[src/include/ascp_defs.svh]
// timing counts, register offsets and frame layout for the serial control port master
`ifndef ASCP_DEFS_SVH
`define ASCP_DEFS_SVH
`define ASCP_FRAME_BITS      5'd24
`define ASCP_CMD_BITS        5'd8
`define ASCP_RSVD_BITS       2'b10
`define ASCP_CLK_MHZ         100
`define ASCP_SCLK_PERIOD_NS  160
`define ASCP_HALF_CYCLES     ((`ASCP_SCLK_PERIOD_NS * `ASCP_CLK_MHZ / 1000) / 2)
`define ASCP_GAP_NS          160
`define ASCP_GAP_CYCLES      ((`ASCP_GAP_NS * `ASCP_CLK_MHZ + 999) / 1000)
`define ASCP_OFS_CTRL        4'h0
`define ASCP_OFS_STATUS      4'h4
`define ASCP_OFS_RDATA       4'h8
`define ASCP_OFS_CFG         4'hC
`define ASCP_CTRL_GO         31
`define ASCP_CTRL_READ       20
`define ASCP_CTRL_ADDR_LSB   16
`define ASCP_CFG_THREE_WIRE  0
`define ASCP_CFG_EXT_CTRL    1
`define ASCP_DEV_MAIN_CONTROL       4'h0
`define ASCP_DEV_CH1_OFFSET         4'h2
`define ASCP_DEV_CH1_RANGE          4'h3
`define ASCP_DEV_CAL_ADJUST         4'h4
`define ASCP_DEV_INTERLEAVE_TIMING  4'h7
`define ASCP_DEV_CH2_OFFSET         4'hA
`define ASCP_DEV_CH2_RANGE          4'hB
`define ASCP_DEV_CLK_DELAY_COARSE   4'hC
`define ASCP_DEV_CLK_DELAY_FINE     4'hD
`define ASCP_DEV_SYNC_CLOCK_MODE    4'hE
`define ASCP_MC_CALIBRATE           15
`define ASCP_MC_OUTPUT_CLOCK_PHASE  14
`define ASCP_MC_OUTPUT_SWING        13
`define ASCP_MC_TEST_PATTERN        12
`define ASCP_MC_FIRST_CH_POWERDOWN  11
`define ASCP_MC_DUAL_EDGE           7
`define ASCP_MC_SECOND_INPUT        6
`define ASCP_MC_BOTH_INPUTS         5
`define ASCP_MC_TWOS_COMPLEMENT     4
`define ASCP_MC_TIMESTAMP           3
`define ASCP_MC_SINGLE_RATE         2
`define ASCP_MC_RESET               16'h0000
`endif

[src/include/ascp_pkg.sv]
// types of the serial control port master
package ascp_pkg;
  typedef enum logic [2:0] {
    ASCP_IDLE,
    ASCP_LOW,
    ASCP_HIGH,
    ASCP_HOLD,
    ASCP_GAP
  } ascp_phase_t;

  typedef enum logic [1:0] {
    ASCP_AXI_IDLE,
    ASCP_AXI_WRESP,
    ASCP_AXI_RRESP
  } ascp_axi_t;

  typedef struct packed {
    ascp_phase_t phase;
    logic [7:0]  tick;
    logic [4:0]  bit_cnt;
    logic [23:0] shift;
    logic [15:0] rdata;
    logic        is_read;
    logic        busy;
    logic        done;
    logic [3:0]  addr;
    logic        three_wire;
    logic        ext_ctrl;
    logic [15:0] wdata;
    logic        go;
    logic        sclk;
    logic        sel_n;
    logic        sdi;
    logic        sdi_oe;
    logic [1:0]  sdo_sync;
    ascp_axi_t   axi;
    logic [31:0] axi_rdata;
    logic        axi_slverr;
  } ascp_state_t;
endpackage : ascp_pkg

[src/rtl/ascp_master.sv]
// host master that drives the converter's 24-bit serial control port from AXI4-Lite registers
//
// The implementer's own choice: the AXI4-Lite register port.
`include "ascp_defs.svh"
`timescale 1ns/1ps
`default_nettype none
module ascp_master (
  input  wire logic                CORE_CLK,
  input  wire logic                RST,
  input  wire logic                CE,
  input  wire logic [3:0]          AWADDR,
  input  wire logic                AWVALID,
  output logic                     AWREADY,
  input  wire logic [31:0]         WDATA,
  input  wire logic [3:0]          WSTRB,
  input  wire logic                WVALID,
  output logic                     WREADY,
  output logic [1:0]               BRESP,
  output logic                     BVALID,
  input  wire logic                BREADY,
  input  wire logic [3:0]          ARADDR,
  input  wire logic                ARVALID,
  output logic                     ARREADY,
  output logic [31:0]              RDATA,
  output logic [1:0]               RRESP,
  output logic                     RVALID,
  input  wire logic                RREADY,
  output logic                     SERIAL_SELECT_N,
  output logic                     SERIAL_CLK,
  output logic                     SERIAL_DATA_OUT,
  output logic                     SERIAL_DATA_OE,
  input  wire logic                SERIAL_DATA_IN,
  output logic                     EXTENDED_CONTROL_PIN_N
);
  import ascp_pkg::*;

  localparam logic [7:0] HALF = 8'(`ASCP_HALF_CYCLES);
  localparam logic [7:0] GAP  = 8'(`ASCP_GAP_CYCLES);

  ascp_state_t s;
  ascp_state_t next_s;
  logic        aw_ok;
  logic        ar_ok;

  // writes need both address and data present; reads wait for the write side
  // a frozen block offers no handshakes
  assign aw_ok   = CE && (s.axi == ASCP_AXI_IDLE) && AWVALID && WVALID;
  assign ar_ok   = CE && (s.axi == ASCP_AXI_IDLE) && ARVALID && !aw_ok;
  assign AWREADY = aw_ok;
  assign WREADY  = aw_ok;
  assign ARREADY = ar_ok;
  assign BVALID  = CE && (s.axi == ASCP_AXI_WRESP);
  assign BRESP   = {s.axi_slverr, 1'b0};
  assign RVALID  = CE && (s.axi == ASCP_AXI_RRESP);
  assign RDATA   = s.axi_rdata;
  assign RRESP   = 2'b00;

  assign SERIAL_SELECT_N        = s.sel_n;
  assign SERIAL_CLK             = s.sclk;
  assign SERIAL_DATA_OUT        = s.sdi;
  assign SERIAL_DATA_OE         = s.sdi_oe;
  assign EXTENDED_CONTROL_PIN_N = s.ext_ctrl;

  always_comb begin
    next_s = s;
    next_s.sdo_sync = {s.sdo_sync[0], SERIAL_DATA_IN};
    // bus slave
    unique case (s.axi)
      ASCP_AXI_IDLE: begin
        if (aw_ok) begin
          next_s.axi        = ASCP_AXI_WRESP;
          next_s.axi_slverr = 1'b0;
          unique case (AWADDR)
            `ASCP_OFS_CTRL: begin
              if (s.busy || s.go) begin
                next_s.axi_slverr = 1'b1;
              end else if (WSTRB == 4'hF) begin
                next_s.go      = WDATA[`ASCP_CTRL_GO];
                next_s.is_read = WDATA[`ASCP_CTRL_READ];
                next_s.addr    = WDATA[`ASCP_CTRL_ADDR_LSB +: 4];
                next_s.wdata   = WDATA[15:0];
              end
            end
            `ASCP_OFS_CFG: begin
              if (WSTRB[0]) begin
                next_s.three_wire = WDATA[`ASCP_CFG_THREE_WIRE];
                next_s.ext_ctrl   = WDATA[`ASCP_CFG_EXT_CTRL];
              end
            end
            `ASCP_OFS_STATUS, `ASCP_OFS_RDATA: begin
            end
            default: next_s.axi_slverr = 1'b1;
          endcase
        end else if (ar_ok) begin
          next_s.axi = ASCP_AXI_RRESP;
          unique case (ARADDR)
            `ASCP_OFS_CTRL:   next_s.axi_rdata = {s.go, 10'h000, s.is_read, s.addr, s.wdata};
            `ASCP_OFS_STATUS: next_s.axi_rdata = {30'h00000000, s.done, s.busy | s.go};
            `ASCP_OFS_RDATA:  next_s.axi_rdata = {16'h0000, s.rdata};
            `ASCP_OFS_CFG:    next_s.axi_rdata = {30'h00000000, s.ext_ctrl, s.three_wire};
            default:          next_s.axi_rdata = 32'h00000000;
          endcase
          if (ARADDR == `ASCP_OFS_RDATA) begin
            next_s.done = 1'b0;
          end
        end
      end
      ASCP_AXI_WRESP: begin
        if (BREADY) begin
          next_s.axi = ASCP_AXI_IDLE;
        end
      end
      ASCP_AXI_RRESP: begin
        if (RREADY) begin
          next_s.axi = ASCP_AXI_IDLE;
        end
      end
      default: next_s.axi = ASCP_AXI_IDLE;
    endcase
    // serial frame engine
    unique case (s.phase)
      ASCP_IDLE: begin
        next_s.sclk    = 1'b0;
        next_s.sel_n   = 1'b1;
        next_s.sdi_oe  = 1'b0;
        next_s.bit_cnt = 5'd0;
        if (s.go) begin
          next_s.go      = 1'b0;
          next_s.busy    = 1'b1;
          next_s.done    = 1'b0;
          next_s.sel_n   = 1'b0;
          next_s.shift   = {s.is_read, `ASCP_RSVD_BITS, s.addr, 1'b0, s.wdata};
          next_s.sdi     = s.is_read;
          next_s.sdi_oe  = 1'b1;
          next_s.tick    = 8'd0;
          next_s.phase   = ASCP_LOW;
        end
      end
      ASCP_LOW: begin
        if (s.tick == HALF - 8'd1) begin
          next_s.tick    = 8'd0;
          next_s.sclk    = 1'b1;
          next_s.bit_cnt = s.bit_cnt + 5'd1;
          next_s.phase   = ASCP_HIGH;
          // read data bit sampled just before the rise the device holds it for
          if (s.is_read && s.bit_cnt >= `ASCP_CMD_BITS) begin
            next_s.rdata = {s.rdata[14:0], s.sdo_sync[1]};
          end
        end else begin
          next_s.tick = s.tick + 8'd1;
        end
      end
      ASCP_HIGH: begin
        // turnaround: release shared line one cycle ahead of the eighth fall
        if (s.is_read && s.bit_cnt == `ASCP_CMD_BITS && s.three_wire && s.tick == HALF - 8'd2) begin
          next_s.sdi_oe = 1'b0;
        end
        if (s.tick == HALF - 8'd1) begin
          next_s.tick  = 8'd0;
          next_s.sclk  = 1'b0;
          next_s.shift = {s.shift[22:0], 1'b0};
          next_s.sdi   = s.shift[22];
          if (s.bit_cnt == `ASCP_FRAME_BITS) begin
            next_s.phase = ASCP_HOLD;
          end else begin
            next_s.phase = ASCP_LOW;
          end
        end else begin
          next_s.tick = s.tick + 8'd1;
        end
      end
      ASCP_HOLD: begin
        if (s.tick == HALF - 8'd1) begin
          next_s.tick   = 8'd0;
          next_s.sel_n  = 1'b1;
          next_s.sdi_oe = 1'b0;
          next_s.phase  = ASCP_GAP;
        end else begin
          next_s.tick = s.tick + 8'd1;
        end
      end
      ASCP_GAP: begin
        if (s.tick >= GAP - 8'd1) begin
          next_s.tick  = 8'd0;
          next_s.busy  = 1'b0;
          next_s.done  = 1'b1;
          next_s.phase = ASCP_IDLE;
        end else begin
          next_s.tick = s.tick + 8'd1;
        end
      end
      default: next_s.phase = ASCP_IDLE;
    endcase
  end

  always_ff @(posedge CORE_CLK) begin
    if (RST) begin
      s            <= '0;
      s.phase      <= ASCP_IDLE;
      s.axi        <= ASCP_AXI_IDLE;
      s.sel_n      <= 1'b1;
      s.ext_ctrl   <= 1'b0;
      s.sdo_sync   <= 2'b00;
    end else if (CE) begin
      s <= next_s;
    end
  end

  // frames always close after exactly 24 rises
  property frame_len_p;
    @(posedge CORE_CLK) disable iff (RST)
      (CE && $rose(s.sel_n)) |-> (s.bit_cnt == `ASCP_FRAME_BITS);
  endproperty
  frame_len_a: assert property (frame_len_p) else $error("frame not 24 bits");

  select_first_a: assert property (@(posedge CORE_CLK) disable iff (RST)
    $fell(s.sel_n) |-> (s.sdi_oe && !s.sclk && s.bit_cnt == 5'd0)) else $error("bad frame start");

  clock_park_a: assert property (@(posedge CORE_CLK) disable iff (RST)
    s.sel_n |-> !s.sclk) else $error("clock not parked low");

  line_release_a: assert property (@(posedge CORE_CLK) disable iff (RST)
    (s.three_wire && s.is_read && !s.sel_n && s.bit_cnt == 5'd8 && $fell(s.sclk)) |->
    (!s.sdi_oe && !$past(s.sdi_oe)))
    else $error("shared line still driven");

  gap_high_a: assert property (@(posedge CORE_CLK) disable iff (RST)
    (CE && $rose(s.sel_n)) |=> s.sel_n[*2]) else $error("select gap too short");

  cmd_bits_a: assert property (@(posedge CORE_CLK) disable iff (RST)
    (!s.sel_n && s.sclk && s.bit_cnt == 5'd2) |-> s.sdi) else $error("reserved bit wrong");

  count_clear_a: assert property (@(posedge CORE_CLK) disable iff (RST)
    (s.phase == ASCP_IDLE && CE) |=> (s.bit_cnt == 5'd0)) else $error("counter not cleared");

  dir_bit_a: assert property (@(posedge CORE_CLK) disable iff (RST)
    (!s.sel_n && s.sclk && s.bit_cnt == 5'd1) |-> (s.sdi == s.is_read)) else $error("direction bit wrong");

  bit3_zero_a: assert property (@(posedge CORE_CLK) disable iff (RST)
    (!s.sel_n && s.sclk && s.bit_cnt == 5'd3) |->
    !s.sdi)
    else $error("reserved bit three wrong");

  addr_bits_a: assert property (@(posedge CORE_CLK) disable iff (RST)
    (!s.sel_n && s.sclk && s.bit_cnt >= 5'd4 && s.bit_cnt <= 5'd7) |->
    (s.sdi == s.addr[2'(5'd7 - s.bit_cnt)]))
    else $error("address bit wrong");

  pad_bit_a: assert property (@(posedge CORE_CLK) disable iff (RST)
    (!s.sel_n && s.sclk && s.bit_cnt == 5'd8) |->
    !s.sdi)
    else $error("pad bit not zero");

  data_bits_a: assert property (@(posedge CORE_CLK) disable iff (RST)
    (!s.sel_n && s.sclk && !s.is_read && s.bit_cnt >= 5'd9) |->
    (s.sdi == s.wdata[4'(5'd24 - s.bit_cnt)]))
    else $error("write data bit wrong");

  change_at_fall_a: assert property (@(posedge CORE_CLK) disable iff (RST)
    (!s.sel_n && !$fell(s.sel_n) && $changed(s.sdi)) |->
    $fell(s.sclk))
    else $error("data changed off a falling edge");

  high_time_a: assert property (@(posedge CORE_CLK) disable iff (RST || !CE)
    $rose(s.sclk) |->
    (s.sclk[*8] ##1 !s.sclk))
    else $error("clock high time wrong");

  low_time_a: assert property (@(posedge CORE_CLK) disable iff (RST || !CE)
    (!s.sel_n && $fell(s.sclk)) |->
    ((!s.sclk)[*8] ##1 (s.sclk || s.sel_n)))
    else $error("clock low time wrong");

  first_rise_a: assert property (@(posedge CORE_CLK) disable iff (RST || !CE)
    $fell(s.sel_n) |->
    ((!s.sclk)[*8] ##1 s.sclk))
    else $error("first rise not one half period after select");

  four_wire_oe_a: assert property (@(posedge CORE_CLK) disable iff (RST)
    (!s.three_wire && !s.sel_n) |->
    s.sdi_oe)
    else $error("four-wire line not driven");

  idle_release_a: assert property (@(posedge CORE_CLK) disable iff (RST)
    s.sel_n |->
    !s.sdi_oe)
    else $error("line driven outside a frame");

  count_limit_a: assert property (@(posedge CORE_CLK) disable iff (RST)
    !s.sel_n |->
    (s.bit_cnt <= `ASCP_FRAME_BITS))
    else $error("more than 24 clocks in a frame");

  read_release_a: assert property (@(posedge CORE_CLK) disable iff (RST)
    (s.three_wire && s.is_read && !s.sel_n && s.bit_cnt > `ASCP_CMD_BITS) |->
    !s.sdi_oe)
    else $error("shared line driven during read data");

  start_clears_a: assert property (@(posedge CORE_CLK) disable iff (RST)
    $fell(s.sel_n) |->
    (!s.go && s.busy && !s.done))
    else $error("frame start flags wrong");

  gap_length_a: assert property (@(posedge CORE_CLK) disable iff (RST)
    $rose(s.sel_n) |->
    (s.sel_n[*8] ##1 s.sel_n[*8]))
    else $error("select gap shorter than 16 cycles");

  read_capture_a: assert property (@(posedge CORE_CLK) disable iff (RST)
    (s.is_read && !s.sel_n && $rose(s.sclk) && s.bit_cnt >= 5'd9) |->
    (s.rdata[0] == $past(s.sdo_sync[1])))
    else $error("read bit not captured");

  rdata_hold_a: assert property (@(posedge CORE_CLK) disable iff (RST)
    $changed(s.rdata) |->
    (s.is_read && $rose(s.sclk)))
    else $error("read data changed outside a read rise");

  done_set_a: assert property (@(posedge CORE_CLK) disable iff (RST)
    $rose(s.done) |->
    (s.phase == ASCP_IDLE && s.sel_n && !s.busy))
    else $error("done raised inside a frame");
endmodule : ascp_master
`default_nettype wire

[config.mk]
export PLATFORM = sky130hd
export DESIGN_NAME = ascp_master
export DESIGN_NICKNAME = d
export VERILOG_FILES = /design/src/include/ascp_pkg.sv /design/src/rtl/ascp_master.sv
export VERILOG_INCLUDE_DIRS = /design/src /design/src/include
export SDC_FILE = /design/constraint.sdc
export NUM_CORES = 1
export LEC_CHECK = 0
export BUFFER_PORTS_ARGS = -buffer_cell sky130_fd_sc_hd__buf_2
export CAP_MARGIN = 20
export CORE_AREA = 2 2 91 129
export CTS_CLUSTER_SIZE = 12
export DETAILED_ROUTE_END_ITERATION = 10
export DIE_AREA = 0 0 93 131
export PLACE_DENSITY = 0.76
export SETUP_SLACK_MARGIN = 0.02
export SYNTH_ARGS = -nofsm -noshare
export SYNTH_HDL_FRONTEND = slang
export SYNTH_SLANG_ARGS = --single-unit
[constraint.sdc]
create_clock -name CORE_CLK -period 1.67 [get_ports CORE_CLK]
set_input_delay 0.334 -clock CORE_CLK [delete_from_list [all_inputs] [get_ports CORE_CLK]]
set_output_delay 0.334 -clock CORE_CLK [all_outputs]
set_load 0.01 [all_outputs]
# ---- Yosys cells after proc, flatten, opt, wreduce, memory -nomap -nowiden
# Index checks and enable logic that the tools add are counted.
dict set report classes {
  addsub 2
  order_cmp 2
  eq_ne 26
  muxes 50
  bitwise 3
  reduce_logical 40
}
# op count
set op_table {}
lappend op_table {{32-bit one-hot mux with 4 select lines} 1}
lappend op_table {{23-bit 2-to-1 mux} 3}
lappend op_table {{17-bit 2-to-1 mux} 3}
lappend op_table {{23-bit one-hot mux with 2 select lines} 1}
lappend op_table {{34-bit 2-to-1 mux} 1}
lappend op_table {{4-bit AND reduction} 7}
lappend op_table {{24-bit 2-to-1 mux} 1}
lappend op_table {{8-bit one-hot mux with 3 select lines} 1}
lappend op_table {{4-bit equality test, second input constant} 5}
lappend op_table {{8-bit by 3-bit equality test with 1-bit output, second input constant} 2}
lappend op_table {{2-bit 2-to-1 mux} 8}
lappend op_table {{8-bit 2-to-1 mux} 2}
lappend op_table {{2-bit inequality test, second input constant} 8}
lappend op_table {{3-bit 2-to-1 mux} 5}
lappend op_table {{3-bit one-hot mux with 5 select lines} 1}
lappend op_table {{4-bit 2-to-1 mux} 3}
lappend op_table {{3-bit AND reduction} 4}
lappend op_table {{6-bit AND reduction} 2}
lappend op_table {{1-bit logical AND} 11}
lappend op_table {{11-bit 2-to-1 mux} 1}
lappend op_table {{1-bit 2-to-1 mux} 10}
lappend op_table {{5-bit one-hot mux with 2 select lines} 1}
lappend op_table {{3-bit nonzero test} 3}
lappend op_table {{8-bit by 1-bit adder with 8-bit output, second input constant} 1}
lappend op_table {{27 further kinds} 38}
dict set report totals {
  regBits 122
  in_bits 53
  output_inout_bits 46
  elab_cells 144
}

# ---- Longest topological paths before layout
# Gate-level depths: netlist of run 1.
dict set report logic_depth {
  word_depth 11
  mapped_depth 7
  depth_no_buf 6
}

# ---- Worst setup path after synthesis of run 1
# No wires, ideal clock.
dict set report synth_path {
  kind {register to register}
  from {register s[116] in the netlist's numbering}
  to {register s (netlist bit SERIAL_DATA_OUT)}
  setup_ps 144
  arrival_time_ps 1684
  required_time_ps 1526
  path_slack_ps -158
  stages_incl_launch_ff 7
  path_cell_list {dfxtp_1 -> buf_6 -> or4_4 -> o31a_2 -> nor2_2 -> buf_4 -> a311oi_2}
}
dict set report synth_between {
  elab_chain_len 3
}
# item line
set synth_lines {}
lappend synth_lines {{from (decl)} ascp_master.sv:40} ;# ascp_state_t s;
lappend synth_lines {{from (signal assigned)} ascp_master.sv:205} ;# s <= next_s;
lappend synth_lines {{8-bit by 3-bit equality test with 1-bit output} ascp_master.sv:158} ;# if (s.tick == HALF - 8'd1) begin
lappend synth_lines {{2-bit inequality test (no source line)} n/a}
lappend synth_lines {{4-bit AND reduction (no source line)} n/a}
# Every way passes these cells.
# A chain may end at the register's enable or synchronous reset.

# ---- Worst setup path in the final report of run 1
dict set report layout_path {
  from {register s[119] in the netlist's numbering}
  to {register s[93] in the netlist's numbering}
}
# The elaborated chain is that of the path after synthesis.

==> results of run 1 <==
-- area by class of cell --
type | count | area (sq um)
Sequential cell | 112 | 2250
Clock inverter | 7 | 75.1
Fill cell | 874 | 3740
Multi-Input combinational cell | 466 | 3220
Clock buffer | 9 | 225
Timing Repair Buffer | 165 | 1330
Tap cell | 144 | 180
Inverter | 8 | 32.5
-- metrics by stage --
stage	instances	hold WS [ns]	setup TNS (ns)	setup WS [ns]	power (mW)
2_1_floorplan	679	0.432	-2.27	-0.116	3.03
3_3_place_gp	872	0.439	-4.39	-0.133	3.13
3_5_place_dp	872	0.449	-5.49	-0.137	3.14
4_1_cts	900	0.204	-4.31	-0.146	5.28
5_1_grt	911	0.220	-8.28	-0.204	5.49
6_report	911	0.201	-5.24	-0.151	5.33
-- final timing paths --
path | slack (ns) | end | cells past startpoint | from
max | -0.15 | s[93] | 5 | s[119]
min | 0.20 | next_s[36] | 3 | SERIAL_DATA_IN
max reg2reg | -0.15 | s[93] | 5 | s[119]
min reg2reg | 0.46 | RDATA[18] | 2 | RDATA[18]
-- Yosys cell counts (all sizes together), types with 5 or more instances --
cell type	number	area, sq um
nand2	67	251
a311oi	21	278
buf	54	387
a221oi	14	123
dfxtp	112	2240
o21ai	48	240
o31ai	5	51.3
o211ai	7	52.6
nor4	7	58.8
mux2i	6	60.1
nor2	36	140
nand4	10	62.6
inv	8	30.0
a31oi	10	62.6
nor3	25	125
nand3	62	310
a21oi	78	394
clkbuf	41	164
-- flip-flops by register name, summed over array words and instances (netlist names) --
signal / cells
SERIAL_CLK: 1
SERIAL_DATA_OE: 1
SERIAL_DATA_OUT: 1
BRESP: 1
s: 83
RDATA: 22
SERIAL_SELECT_N: 1
EXTENDED_CONTROL_PIN_N: 1
next_s: 1
-- cells in the final DEF (no fill, tap or decap), types with 3 or more instances in the layout --
| cell | Yosys | final |
|---|---|---|
| nand3_1 | 62 | 54 |
| buf_4 | 41 | 59 |
| a21oi_1 | 77 | 75 |
| o21ai_0 | 48 | 5 |
| o21ai_2 | 0 | 23 |
| o31ai_1 | 4 | 4 |
| conb_1 | 1 | 13 |
| a31oi_1 | 10 | 8 |
| o211ai_1 | 7 | 7 |
| buf_12 | 0 | 12 |
| buf_2 | 6 | 71 |
| nor3_4 | 0 | 3 |
| nor4_1 | 6 | 3 |
| nand4_1 | 10 | 10 |
| nor3_1 | 25 | 22 |
| a221oi_2 | 0 | 13 |
| a311oi_1 | 6 | 5 |
| or3b_4 | 0 | 3 |
| o221ai_2 | 0 | 3 |
| a311oi_2 | 15 | 16 |
| nand2_1 | 67 | 67 |
| inv_1 | 8 | 7 |
| mux2i_1 | 6 | 6 |
| dfxtp_1 | 112 | 105 |
| nor2_1 | 34 | 32 |
| nand2b_1 | 4 | 4 |
| clkbuf_16 | 0 | 11 |
| a211oi_1 | 4 | 4 |
| or3_4 | 0 | 3 |
| or4_4 | 1 | 3 |
| o21ai_1 | 0 | 19 |
| a21oi_2 | 1 | 3 |
| nand3_2 | 0 | 8 |
| buf_6 | 3 | 20 |
| dfxtp_2 | 0 | 7 |
-- worst reg2reg max path, stage by stage, from the launching register on --
cell and delay [ns]:
dfxtp_1 0.31, or4_4 0.57, o31a_4 0.37, nor2_4 0.12
buf_12 0.18, a311oi_2 0.13
-- metal layers --
metal	up-vias	part of all wire	wire, microns
met5	-	0	0
met4	0	0.047	846
met3	73	0.079	1400
met2	336	0.50	8890
met1	2717	0.38	6690
li1	2604	-	-
-- power groups by stage --
stage,Clock (mW),Combinational [mW],Sequential (mW)
2_1_floorplan,0,0.256,2.77
3_3_place_gp,0,0.362,2.77
3_5_place_dp,0,0.369,2.77
4_1_cts,2.18,0.391,2.71
5_1_grt,2.31,0.472,2.71
6_report,2.18,0.441,2.71
-- kinds of logic after synthesis --
| group | after synthesis | synth area share |
|---|---|---|
| buffers and inverters | 103 | 0.105 |
| adders and majority gates | 4 | 0.00906 |
| other | 1 | 0.000679 |
| xor gates and xnor gates | 1 | 0.00159 |
| muxes | 8 | 0.0190 |
| DFF | 112 | 0.406 |
| and+or+nand+nor | 236 | 0.212 |
| AOI/OAI and AO/OA | 202 | 0.247 |
-- what timing repair did --
item                                    CTS  global route
hold endpoints to repair                  0             0
endpoints found under the setup margin   48            87
hold buffers                              0             0
setup buffers                            10             6
pin swaps                                16            30
gates resized for setup                  41           102
cloned                                    2             6
==> metrics.yaml, run 1 <==
outcome:
  outcome: "complete, but fails checks"
  violations: "setup timing"
routing:
  wl_per_cell_microns: 19.6
  wl_mm: 17.8
  drt_iter0_drc: 557
  via_count: 5730
  drc_errors: 0
  drtPass1Iterations: 5
  vias_per_cell: 6.29
  ant_nets: 0
timing:
  setup_slack_ns: -0.151
  slew_violations: 0
  slew_headroom: 0.650
  finalCritPeriodShare: 1.09
  finalSetupViolCount: 69
  hold_violations: 0
  worst_pin_slew_ns: 0.524
  rsz0062_at_grt: "yes"
  fin_crit_ns: 1.82
  fmax_mhz: 549
  skew_ns: 0.00914
global_routing:
  grt_util_met1: 0.313
  grt_use_met3: 0.0430
  grt_antenna_before_repair: 0
  grt_pass1_wl_mm: 25.2
  grt_max_degree: 109
  grt_busiest_layer: "met2"
  grt_overflow: 0
  grt_pass1_vias: 5190
  grtUsageMet2: 0.458
  grt_usage: 0.261
floorplanning:
  core_area_sq_mm: 0.0111
  dieArea_sq_mm: 0.0122
  die_x_microns: 93
  die_h_microns: 131
  pin_count: 99
  rows: 46
  initial_utilization: 0.500
logic_synthesis:
  synth_ff_type: "dfxtp_1"
  synth_cell_types: 57
  async_flop_share: 0
  syn_inst: 667
  yosysSeqAreaShare: 0.406
  synth_seq_cells: 112
  yosysWarnings: 0
  syn_area_sq_mm: 0.00552
  syn_area_per_cell_sq_um: 8.28
  synth_edf_count: 0
final_layout:
  post-route-util: 0.662
  drive_gt1_frac: 0.386
  num-nets-final: 819
  antennaDiodeCount: 0
  fin_area_sq_mm: 0.00731
  area_growth_pct: 32.4
power_and_ir_drop:
  p_per_area_mw_per_mm2: 729
  netSwitchingFraction: 0.262
  power_frac_clock: 0.409
  cellLeakagePower_nw: 2.65
  ir_drop_uv: 551
  p_int_mw: 3.94
  combPwrFrac: 0.083
  seqPwrFrac: 0.508
  p_switching_mw: 1.40
clock_network:
  cts_made_buffers: 9
  cts_tree: "yes"
  cts_buffer_depth: 2
  clkSinkCount: 112
  clk_pin_slew_ns: 0.08
  htreeDepth: 3
  clk_latency_ns: 0.36
  ctsRootBufferMaster: "clkbuf_16"
worst_setup_path:
  crit_family: "simple AND/OR/NAND/NOR gates"
  crit_chain: "or4_4, o31a_4, nor2_4, buf_12, a311oi_2"
  critPathMaxFanout: 20
  cp_num_buf_inv: 1
  crit_type: "flop to flop"
  startpoint_type: "flop"
  worstPathArrival_ns: 2.05
  crit_slowest_cell: "or4_4"
  cpPeakStageDelay_ns: 0.57
  cp-end-kind: "flop"
  worst-endpoint-required_ns: 1.90
place:
  place_area_sq_mm: 0.00629
  routabilityCongestion: 0.941
  dp_hpwl_mm: 10.8
  io_buffers: 75
job:
  drv_cap: 0
worst_hold_path:
  min_path_type: "input pin to flop"
No activity file was read; power rests on OpenSTA's default activity.
==> run 2: changes to the inputs <==
==> constraint.sdc (replaced) <==
create_clock -name CORE_CLK -period 1.5 [get_ports CORE_CLK]
set_input_delay 0.3 -clock CORE_CLK [delete_from_list [all_inputs] [get_ports CORE_CLK]]
set_output_delay 0.3 -clock CORE_CLK [all_outputs]
set_load 0.01 [all_outputs]
==> run 2 against run 1 <==
  * The run still ends with setup timing left
  * Final cell count increased by 1.6%
  * Hold slack got worse by 0.030 ns
  * Via count rose by 4.3%
  * Combinational power is 28% higher
  * Design area grew 7.2%
  * Critical path depth rose by 3
  * Worst setup slack got worse by 0.25 ns
  * Critical path type unchanged
==> metrics.yaml, run 2 (synthesis results as in run 1) <==
outcome:
  outcome: "complete, but fails checks"
  violations: "setup timing"
routing:
  wl_mm: 19.2  # +7.8%
  ant_nets: 0  # unchanged
  wl_per_cell_microns: 20.7  # +6.0%
  drc_errors: 0  # unchanged
  drtPass1Iterations: 6  # +1
  vias_per_cell: 6.45  # +2.6%
  via_count: 5976  # +4.3%
  drt_iter0_drc: 520  # -6.6%
worst_setup_path:
  cpMostUsedCell: "buf_4"
  cp_num_buf_inv: 4  # +3
  crit_family: "buffers and inverters"
  cp-end-kind: "flop"
  crit_type: "flop to flop"
  worst-endpoint-required_ns: 1.77  # -0.13 ns
  r2r_cells: 8  # +3
  rr_startpoint: "s[119]"
  rrSetupSlack_ns: -0.40  # -0.25 ns
  worstPathArrival_ns: 2.17  # +0.12 ns
  cpPeakStageDelay_ns: 0.33  # -0.24 ns
  crit_slowest_cell: "dfxtp_2"
  crit_chain: "buf_4, nor4_4, buf_4, buf_6, and4_4, buf_12, nand3_2, a21oi_1"
  startpoint_type: "flop"
  timing.rr.end: "s[70]"
  critPathMaxFanout: 8  # -60%
global_routing:
  grt_pass1_vias: 5522  # +6.4%
  grt_usage: 0.282  # +0.0202
  grt_pass1_wl_mm: 27.4  # +8.4%
  grt_max_degree: 69  # -37%
  grt_antenna_before_repair: 0  # unchanged
  grt_overflow: 0  # unchanged
power_and_ir_drop:
  p_per_area_mw_per_mm2: 770  # +5.6%
  ir_drop_uv: 628  # +14%
  cellLeakagePower_nw: 2.77  # +4.3%
  power_mw: 6.03  # +13%
timing:
  whs_ns: 0.171  # -0.0302 ns
  fmax_mhz: 526  # -4.2%
  finalSetupViolCount: 100  # +45%
  rsz0062_at_grt: "yes"
  hold_violations: 0  # unchanged
  setup_slack_ns: -0.401  # -0.249 ns
  skew_ns: 0.0120  # +0.00282 ns
  fin_crit_ns: 1.90  # +0.0792 ns
  finalCritPeriodShare: 1.27  # +0.176
  slew_violations: 0  # unchanged
  finalSetupTns_ns: -19.95  # -14.71 ns
floorplanning:
  die_h_microns: 131  # unchanged
  core_area_sq_mm: 0.0111  # unchanged
  rows: 46  # unchanged
  pin_count: 99  # unchanged
  dieArea_sq_mm: 0.0122  # unchanged
  initial_utilization: 0.500  # unchanged
  die_x_microns: 93  # unchanged
place:
  dp_hpwl_mm: 11.1  # +3.2%
  dp_cells: 891  # +2.2%
  post-place-ws_ns: -0.293  # -0.157 ns
  io_buffers: 75  # unchanged
  place_area_sq_mm: 0.00659  # +4.7%
  routabilityCongestion: 0.880  # -6.5%
clock_network:
  ctsRootBufferMaster: "clkbuf_16"
  htreeDepth: 3  # unchanged
  clkSinkCount: 112  # unchanged
  cts_buffer_depth: 2  # unchanged
  clk_pin_slew_ns: 0.09  # about the same
  cts_made_buffers: 9  # unchanged
  cts_tree: "yes"
  clk_latency_ns: 0.37  # about the same
worst_hold_path:
  min_from: "SERIAL_DATA_IN"
  min_path_type: "input pin to flop"
  holdPathStages: 3  # unchanged
  hold_end: "next_s[36]"
job:
  drv_cap: 0  # unchanged
final_layout:
  final_common_cell: "dfxtp_1"
  drive_gt1_frac: 0.441  # +0.0553
  largest_reg_flops: 83  # unchanged
  post-route-util: 0.709  # +0.0474
  final_cell_mix: "dfxtp_1, buf_2, nand2_1"
  num-nets-final: 834  # +1.8%
  seqCellArea_sq_mm: 0.00225  # about the same
  area_growth_pct: 41.9
  antennaDiodeCount: 0  # unchanged
  fin_area_sq_mm: 0.00784  # +7.2%
  largest-register: "s"
  fillers: 747  # -15%
  multi_input_area_sq_mm: 0.00353  # +9.6%
  fin_cells: 926  # +1.6%
-- run 2: changes by cell type in the layout (fill, tap and decap cells not counted), sizes merged --
cell,change
clkinv,-3
clkinvlp,+2
clkbuf,+1
buf,+14
or3,+1
-- run 2: metal layers --
| layer | share of wire | vias to the layer above | global-route usage |
|---|---|---|---|
| li1 | - | 2640 | - |
| met1 | 0.35 | 2817 | 0.329 |
| met2 | 0.50 | 412 | 0.490 |
| met3 | 0.080 | 107 | 0.0384 |
| met4 | 0.063 | 0 | 0.170 |
| met5 | 0 | - | 0 |
-- run 2: how the worst max path moves through the flow --
stage | cells after the start | end | from
after CTS | 5 | s[103] | s[119]
after global routing | 5 | s[90] | s[119]
final | 8 | s[70] | s[119]
after detailed placement | 5 | s[103] | s[118]
after floorplan | 6 | SERIAL_DATA_OUT | s[116]
after global placement | 5 | s[96] | s[118]
-- run 2: timing repair --
item	CTS	global route
setup endpoints to repair	106	112
hold buffers	0	0
pin swaps	17	22
buffers inserted	8	7
gates cloned	6	3
resized for setup	82	91
-- run 2: layout make-up --
class                           instances  share of cell area
Inverter                                8             0.00415
Timing Repair Buffer                  179               0.197
Sequential cell                       112               0.287
Multi-Input combinational cell        467               0.451
Tap cell                              144              0.0230
Clock buffer                           10              0.0305
Clock inverter                          6             0.00734
-- run 2: worst reg2reg max path: stages (launching register included) --
cell     delay (ns)
dfxtp_2        0.33
buf_4          0.14
nor4_4         0.25
buf_4          0.19
buf_6          0.11
and4_4         0.28
buf_12         0.17
nand3_2        0.09
a21oi_1        0.24
-- run 2: power by group --
group	total (mW)	leakage, nW	internal, mW	switching [mW]
combinational	0.565	1.72	0.240	0.325
sequential	3.02	0.907	3.00	0.0176
clock	2.45	0.139	1.21	1.24
